**src/inc/emb_pkg.sv**
```systemverilog
// Package for the external memory and I/O bus interface: widths, encodings and carriers.
package emb_pkg;

    localparam int unsigned DATA_W       = 8;
    localparam int unsigned ADDR_W       = 24;
    localparam int unsigned RST_MIN_CYC  = 3;
    // Edges an access stays open before it may end: strobe register plus two data synchroniser stages
    localparam int unsigned ACC_MIN_CYC  = 3;
    // Idle level of every active-low strobe
    localparam logic        STROBE_IDLE  = 1'b1;

    typedef enum logic [1:0]
    {
        EMB_KIND_READ  = 2'h0,
        EMB_KIND_WRITE = 2'h1,
        EMB_KIND_FETCH = 2'h2
    } emb_kind_t;

    typedef enum logic [1:0]
    {
        EMB_ST_IDLE   = 2'h0,
        EMB_ST_ACCESS = 2'h1,
        EMB_ST_FINISH = 2'h3,
        EMB_ST_HELD   = 2'h2
    } emb_state_t;

    // Access request from the core side
    typedef struct packed
    {
        logic [ADDR_W-1:0] addr;
        logic [DATA_W-1:0] wdata;
        emb_kind_t         kind;
        logic              io_space;
    } emb_req_t;

    // Control strobes toward the pins, all active low
    typedef struct packed
    {
        logic mem_request_n;
        logic io_request_n;
        logic read_strobe_n;
        logic store_strobe_n;
        logic fetch_indicator_n;
    } emb_ctrl_t;

    localparam emb_ctrl_t CTRL_IDLE = '{STROBE_IDLE, STROBE_IDLE, STROBE_IDLE, STROBE_IDLE, STROBE_IDLE};

endpackage

```
**src/verilog/emb_bus_master.sv**
```systemverilog
// External memory and I/O bus master with wait stretching and bus hold release.
`timescale 1ns/100ps
`default_nettype none
module emb_bus_master
    import emb_pkg::*;
(
    input  wire logic              clk_i,
    input  wire logic              arst_n_i,
    input  wire logic              req_valid_i,
    input  wire emb_req_t          req_i,
    output logic                   req_ready_o,
    output logic                   done_o,
    output logic [DATA_W-1:0]      rdata_o,
    output logic                   held_o,
    output logic [ADDR_W-1:0]      ext_addr_i_o,
    input  wire logic              wait_n_i,
    input  wire logic              bus_hold_request_n_i,
    output logic                   bus_hold_grant_n_o,
    output logic [ADDR_W-1:0]      addr_o,
    output logic                   addr_oe_o,
    input  wire logic [DATA_W-1:0] data_i,
    output logic [DATA_W-1:0]      data_o,
    output logic                   data_oe_o,
    input  wire logic              mem_request_n_i,
    input  wire logic              io_request_n_i,
    input  wire logic [ADDR_W-1:0] addr_i,
    output emb_ctrl_t              ctrl_o,
    output logic                   ctrl_oe_o,
    output logic                   req_oe_o
);

    ////////////////////////////////////////////////////////////////////////////
    // Pin synchronisers

    logic              wait_s1_r;
    logic              wait_s2_r;
    logic              hreq_s1_r;
    logic              hreq_s2_r;
    logic [DATA_W-1:0] data_s1_r;
    logic [DATA_W-1:0] data_s2_r;
    logic [ADDR_W-1:0] xaddr_s1_r;
    logic [ADDR_W-1:0] xaddr_s2_r;
    logic              xmreq_s1_r;
    logic              xioreq_s1_r;
    logic              xmreq_s2_r;
    logic              xioreq_s2_r;

    always_ff @(posedge clk_i or negedge arst_n_i)
    begin
        if (!arst_n_i)
        begin
            wait_s1_r   <= 1'b1;
            wait_s2_r   <= 1'b1;
            hreq_s1_r   <= 1'b1;
            hreq_s2_r   <= 1'b1;
            data_s1_r   <= '0;
            data_s2_r   <= '0;
            xaddr_s1_r  <= '0;
            xaddr_s2_r  <= '0;
            xmreq_s1_r  <= 1'b1;
            xioreq_s1_r <= 1'b1;
            xmreq_s2_r  <= 1'b1;
            xioreq_s2_r <= 1'b1;
        end
        else
        begin
            wait_s1_r   <= wait_n_i;
            wait_s2_r   <= wait_s1_r;
            hreq_s1_r   <= bus_hold_request_n_i;
            hreq_s2_r   <= hreq_s1_r;
            data_s1_r   <= data_i;
            data_s2_r   <= data_s1_r;
            xaddr_s1_r  <= addr_i;
            xaddr_s2_r  <= xaddr_s1_r;
            xmreq_s1_r  <= mem_request_n_i;
            xioreq_s1_r <= io_request_n_i;
            xmreq_s2_r  <= xmreq_s1_r;
            xioreq_s2_r <= xioreq_s1_r;
        end
    end

    ////////////////////////////////////////////////////////////////////////////
    // Access sequencer

    emb_state_t state_r;
    emb_req_t   cur_r;
    logic [1:0] acc_cnt_r;
    logic       acc_full;

    // Read data must clear its synchroniser before the access may close, whatever wait says
    assign acc_full = (acc_cnt_r == 2'(ACC_MIN_CYC));

    always_ff @(posedge clk_i or negedge arst_n_i)
    begin
        if (!arst_n_i)
        begin
            state_r   <= EMB_ST_IDLE;
            cur_r     <= '0;
            acc_cnt_r <= '0;
        end
        else
        begin
            case (state_r)
                EMB_ST_IDLE:
                    if (!hreq_s2_r)
                        state_r <= EMB_ST_HELD;
                    else if (req_valid_i)
                    begin
                        state_r <= EMB_ST_ACCESS;
                        cur_r     <= req_i;
                        acc_cnt_r <= '0;
                    end
                EMB_ST_ACCESS:
                begin
                    if (!acc_full)
                        acc_cnt_r <= acc_cnt_r + 2'h1;
                    if (wait_s2_r && acc_full)
                        state_r <= EMB_ST_FINISH;
                end
                EMB_ST_FINISH:
                    state_r <= EMB_ST_IDLE;
                EMB_ST_HELD:
                    if (hreq_s2_r)
                        state_r <= EMB_ST_IDLE;
                default:
                    state_r <= EMB_ST_IDLE;
            endcase
        end
    end

    ////////////////////////////////////////////////////////////////////////////
    // Pin drivers, all registered

    emb_ctrl_t ctrl_nxt;
    logic      in_access;

    logic      bus_own;
    logic      acc_end;

    assign in_access = (state_r == EMB_ST_ACCESS);
    assign acc_end   = in_access && wait_s2_r && acc_full;
    // A hold request only takes the pins once the sequencer is idle, never in mid-access
    assign bus_own   = (state_r != EMB_ST_HELD) && !((state_r == EMB_ST_IDLE) && !hreq_s2_r);

    always_comb
    begin
        ctrl_nxt = CTRL_IDLE;
        if (in_access)
        begin
            ctrl_nxt.io_request_n      = !cur_r.io_space;
            ctrl_nxt.mem_request_n     = cur_r.io_space;
            ctrl_nxt.read_strobe_n     = (cur_r.kind == EMB_KIND_WRITE);
            ctrl_nxt.store_strobe_n    = (cur_r.kind != EMB_KIND_WRITE);
            ctrl_nxt.fetch_indicator_n = !((cur_r.kind == EMB_KIND_FETCH) && !cur_r.io_space);
        end
    end

    // Strobes lag the state by one cycle, so ACCESS exit leaves them low one more edge; FINISH clears them.
    always_ff @(posedge clk_i or negedge arst_n_i)
    begin
        if (!arst_n_i)
        begin
            ctrl_o             <= CTRL_IDLE;
            req_oe_o           <= 1'b0;
            ctrl_oe_o          <= 1'b0;
            addr_oe_o          <= 1'b0;
            addr_o             <= '0;
            data_o             <= '0;
            data_oe_o          <= 1'b0;
            bus_hold_grant_n_o <= 1'b1;
            held_o             <= 1'b0;
        end
        else
        begin
            ctrl_o    <= ctrl_nxt;
            req_oe_o  <= bus_own;
            ctrl_oe_o <= bus_own;
            addr_oe_o <= bus_own;
            addr_o    <= cur_r.addr;
            data_o    <= cur_r.wdata;
            data_oe_o <= in_access && (cur_r.kind == EMB_KIND_WRITE);
            bus_hold_grant_n_o <= !(state_r == EMB_ST_HELD);
            held_o    <= (state_r == EMB_ST_HELD);
        end
    end

    ////////////////////////////////////////////////////////////////////////////
    // Core side answers

    always_ff @(posedge clk_i or negedge arst_n_i)
    begin
        if (!arst_n_i)
        begin
            req_ready_o  <= 1'b0;
            done_o       <= 1'b0;
            rdata_o      <= '0;
            ext_addr_i_o <= '0;
        end
        else
        begin
            req_ready_o <= (state_r == EMB_ST_IDLE) && hreq_s2_r && !req_valid_i;
            done_o      <= acc_end;
            if (acc_end && (cur_r.kind != EMB_KIND_WRITE))
                rdata_o <= data_s2_r;
            if ((state_r == EMB_ST_HELD) && !(xmreq_s2_r && xioreq_s2_r))
                ext_addr_i_o <= xaddr_s2_r;
        end
    end

    ////////////////////////////////////////////////////////////////////////////
    // Checks

    a_data_write_only: assert property (@(posedge clk_i) disable iff (!arst_n_i)
        data_oe_o |-> (!ctrl_o.store_strobe_n && ctrl_oe_o))
        else $error("data driven outside write");
    a_io_dir_strobe: assert property (@(posedge clk_i) disable iff (!arst_n_i)
        !ctrl_o.io_request_n |-> (ctrl_o.read_strobe_n != ctrl_o.store_strobe_n))
        else $error("io request without single direction");
    a_io_held_rel: assert property (@(posedge clk_i) disable iff (!arst_n_i)
        !bus_hold_grant_n_o |-> !req_oe_o)
        else $error("io request driven while held");
    a_mem_qualified: assert property (@(posedge clk_i) disable iff (!arst_n_i)
        !ctrl_o.mem_request_n |-> (ctrl_o.read_strobe_n ^ ctrl_o.store_strobe_n))
        else $error("memory request unqualified");
    a_mem_held_rel: assert property (@(posedge clk_i) disable iff (!arst_n_i)
        $fell(bus_hold_grant_n_o) |-> !req_oe_o && !addr_oe_o)
        else $error("memory request driven at grant");
    a_read_held_rel: assert property (@(posedge clk_i) disable iff (!arst_n_i)
        held_o |-> !ctrl_oe_o)
        else $error("read strobe driven while held");
    a_store_held_rel: assert property (@(posedge clk_i) disable iff (!arst_n_i)
        !bus_hold_grant_n_o |-> !ctrl_oe_o && !data_oe_o)
        else $error("store strobe driven while held");
    a_fetch_with_read: assert property (@(posedge clk_i) disable iff (!arst_n_i)
        !ctrl_o.fetch_indicator_n |-> (!ctrl_o.mem_request_n && !ctrl_o.read_strobe_n))
        else $error("fetch without memory read");
    a_wait_stretch: assert property (@(posedge clk_i) disable iff (!arst_n_i)
        (in_access && !wait_s2_r) |=> (in_access && !done_o))
        else $error("access ended while waiting");
    a_grant_after_req: assert property (@(posedge clk_i) disable iff (!arst_n_i)
        ((state_r == EMB_ST_IDLE) && !hreq_s2_r) |=> ##1 !bus_hold_grant_n_o)
        else $error("grant not given after request");
    a_wait_done: assert property (@(posedge clk_i) disable iff (!arst_n_i)
        (in_access && wait_s2_r && acc_full) |=> (done_o && state_r == EMB_ST_FINISH))
        else $error("access not closed on wait high");

    c_write: cover property (@(posedge clk_i) disable iff (!arst_n_i) data_oe_o ##1 done_o);
    c_waited: cover property (@(posedge clk_i) disable iff (!arst_n_i) in_access && !wait_s2_r ##3 done_o);
    c_fetch: cover property (@(posedge clk_i) disable iff (!arst_n_i) !ctrl_o.fetch_indicator_n);
    c_hold: cover property (@(posedge clk_i) disable iff (!arst_n_i) $fell(bus_hold_grant_n_o));

endmodule
`default_nettype wire

```
**config.mk**
```make
export PLATFORM = sky130hd
export DESIGN_NAME = emb_bus_master
export DESIGN_NICKNAME = d
export VERILOG_FILES = /design/src/inc/emb_pkg.sv /design/src/verilog/emb_bus_master.sv
export SDC_FILE = /design/constraint.sdc
export NUM_CORES = 1
export LEC_CHECK = 0
export BUFFER_PORTS_ARGS = -buffer_cell sky130_fd_sc_hd__buf_2
export CAP_MARGIN = 10
export CORE_UTILIZATION = 38
export CTS_CLUSTER_SIZE = 10
export DETAILED_ROUTE_END_ITERATION = 10
export PLACE_DENSITY = 0.61
export SYNTH_ARGS = -nofsm -noshare
export SYNTH_HDL_FRONTEND = slang
export SYNTH_SLANG_ARGS = --single-unit
export TNS_END_PERCENT = 10
```
**constraint.sdc**
```tcl
create_clock -name clk_i -period 1.55 [get_ports clk_i]
set_clock_uncertainty 0.15 [all_clocks]
set_input_delay 0.0775 -clock clk_i [delete_from_list [all_inputs] [get_ports clk_i]]
set_output_delay 0.0775 -clock clk_i [all_outputs]
set_load 0.02 [all_outputs]
```
==> summary.txt <==
CP Max Fanout = 8
Synth Instances = 295
post-layout min period = 1.62 ns
routed via count = 3349
synthesized area = 5860 um^2
Bufs on Longest Clock Path = 2
largest family of logic cells by synthesized area = multiplexers
Final Max Slew Viols = 0
Yosys reg bits = 186
syn nets = 370
Seq/Total Area, Yosys = 79.7%
Setup CP Type = register to register
Fin Hold WS = 0.0123 ns
CP Launch Point = acc_cnt_r[0]
switching share of power = 27.3%
Clock power frac = 31.4%
CTS sink count = 186
core area = 15100 um^2
Reg clk slew, reported paths = 0.07 ns
synth top area cells = dfrtp_1, mux2_4, dfstp_2
GR Util met1 = 16.9%
post-synthesis xor/xnor area fraction = 0%
H-tree levels = 4
Initial DRC Count = 111
Die X = 126 um
Die Span Y = 126 um
total wire length = 11200 um
gr busiest metal = met2
row count = 45
Worst Max-Slew Pin Slew = 0.415 ns
Worst setup SP type = register
total power = 0.0144 W
Yosys top cell area share = 73.4%
Reg2Reg Launch Point = acc_cnt_r[0]
routing usage on met2 = 24.9%
DR WL/cell = 14.8 um
CP Cell Sequence = ha_2 -> nand4b_1 -> nor2_4 -> buf_12 -> mux2_4
vias per cell = 4.43
I/O pin count = 151
power density cells = 1680 nW/um^2
DRT Pass-1 Iters = 4
multiplexer share of the synthesized area = 14.8%
initial antenna violation count = 0
Final nets = 631
total global routing overflow = 0
gr usage total = 15.0%
Post-DP HPWL = 6960 um
setup TNS = -1.63 ns
initial core utilization = 38.7%
die area = 15900 um^2
CP Data Required Time = 1.70 ns
DRC viols = 0
Period Utilization, post-route = 104%
remaining antenna violation count = 0
CP max stage delay = 0.36 ns
worst-skew pair later-pin latency = 0.42 ns
final worst slack = -0.0663 ns
I/O Buffers = 150
Max-slew headroom = 72.3%
number of buffers created by CTS = 17
CTS tree = yes
Worst EP arrival = 1.77 ns
post-synth cell types = 27
post-synthesis simple-gate area fraction = 2.13%
Seq pwr share = 45.1%
share of cells above drive strength 1 = 52.8%
Int Power = 0.0105 W
status = complete, but fails checks
Comb power frac = 23.6%
Psw = 0.00393 W
Hold Path Class = input pin to async pin
post-synthesis compound-gate area fraction = 0.875%
Root Buffer = clkbuf_16
adder-cell area share of the yosys netlist = 0.213%
largest net degree at the start of global routing = 48
ant diodes = 0
number of global-route vias before repair = 3694
Mapped Avg Cell Area = 19.9 um^2
Max Freq = 619 MHz
met3 Track Usage GR = 6.12%
Critical-path top delay cell = dfrtp_1
Layout area overhead = 45.8%
worst vdd ir = 0.000830 V
failing checks = negative setup slack
Synth area leader = dfrtp_1
MaxCap Viol Count = 0
RD Place Congestion = 0.672
final setup fails = 48
# fillers = 1123
first-pass GRT wire length = 18000 um
CP endpoint kind = register
final count of hold timing violations = 0
leakage power = 4.16 nW
RSZ-0062 raised after global routing = true
Synth Warn # = 0
## cell usage in the layout, fill, tap and decap left out, types with 6 or more instances in the layout
cell type	instances
buf_2	149
buf_12	8
mux2_2	6
dlygate4sd3_1	73
mux2_4	61
clkbuf_16	18
dfstp_2	14
dfrtp_1	171
buf_4	19
## path summary, 6_finish.rpt
check                      depth (start not counted)  slack (ns)       endpoint
max reg2reg                                        5       -0.07     rdata_o[1]
min reg2reg                                        0        0.20  xaddr_s2_r[2]
min                                                2        0.01      cur_r[33]
max in group asynchronous                          3        0.63      ctrl_o[3]
min in group clk_i                                 2        0.15   data_s1_r[5]
max                                                5       -0.07     rdata_o[1]
## state kept, by name, summed over array words and instances, names as in the netlist, 2 cells and up
register      count
state_r           2
data_o            8
addr_o           24
rdata_o           8
data_s1_r         8
data_s2_r         8
acc_cnt_r         2
cur_r            35
ctrl_o            5
xaddr_s1_r       24
ext_addr_i_o     24
xaddr_s2_r       24
## critical path, delay by kind of cell, from the launching register on
kind                       cells  cell delay (ns)
DFF                            1             0.36
and+or+nand+nor                2             0.35
muxes                          1             0.30
adders and majority gates      1             0.18
buffers and inverters          1             0.15
## cell usage after synthesis
library cell and number:
nor3_1 2, inv_1 4, nor4b_1 1, nor2_4 1, nor2b_1 1, mux2_4 30
a22oi_1 1, mux2_2 32, nand2_4 1, buf_4 3, dfrtp_1 172, dfstp_2 14
nand4b_1 1, a21oi_1 2, or3b_2 1, nor2_1 2, nand2_1 3, mux2_1 5
buf_12 3, and4_4 1, ha_1 1, buf_6 3, inv_2 1, nand2b_1 2
a21o_2 1, and2b_2 2, o21ai_0 5
## through the flow
step | std cells | cell area, um^2 | utilization [%] | setup slack [ns]
6_report | 756 | 8550 | 56.4 | -0.0663
5_1_grt | 756 | 8550 | 56.4 | -0.102
3_3_place_gp | 647 | 7000 | 46.2 | -0.0388
3_5_place_dp | 647 | 7000 | 46.2 | -0.0834
2_1_floorplan | 295 | 5870 | - | -0.0401
4_1_cts | 754 | 8510 | 56.2 | -0.0708
## power by group through the flow
stage	sequential (W)	clock, W	combinational, W
after floorplan	0.00728	0	0.00101
after global placement	0.00650	0	0.00291
after detailed placement	0.00655	0	0.00298
after CTS	0.00650	0.00465	0.00338
after global routing	0.00661	0.00486	0.00362
final	0.00649	0.00451	0.00339
## per-layer routing
metal | vias to the layer above | routed length, um
met2 | 108 | 5710
met3 | 20 | 727
li1 | 1509 | -
met1 | 1712 | 4540
met5 | - | 0
met4 | 0 | 211
## layout make-up
| class | instances | area, um^2 | area share [%] |
|---|---|---|---|
| Clock inverter | 11 | 170 | 1.99 |
| Clock buffer | 20 | 457 | 5.34 |
| Sequential cell | 186 | 4670 | 54.7 |
| Timing Repair Buffer | 251 | 1820 | 21.3 |
| Multi-Input combinational cell | 95 | 1180 | 13.8 |
| Inverter | 5 | 18.8 | 0.220 |
| Tap cell | 188 | 235 | 2.75 |
## logic make-up (layout without fill, tap and decap cells)
family,count (synthesis),in the layout
flip-flops,186,186
multiplexers,67,67
AND/OR/NAND/NOR,18,18
buffers and inverters,14,287
AO/OA/AOI/OAI,9,9
adder cells (fa/ha/maj),1,1
## repair_timing
item | CTS | global route
hold buffers | 73 | 0
pin swaps | 4 | 4
setup buffers | 3 | 1
hold endpoints to repair | 255 | 0
gates cloned | 0 | 1
gates resized for setup | 31 | 4
endpoints found under the setup margin | 59 | 67
Power figures use the tool's default switching activity.
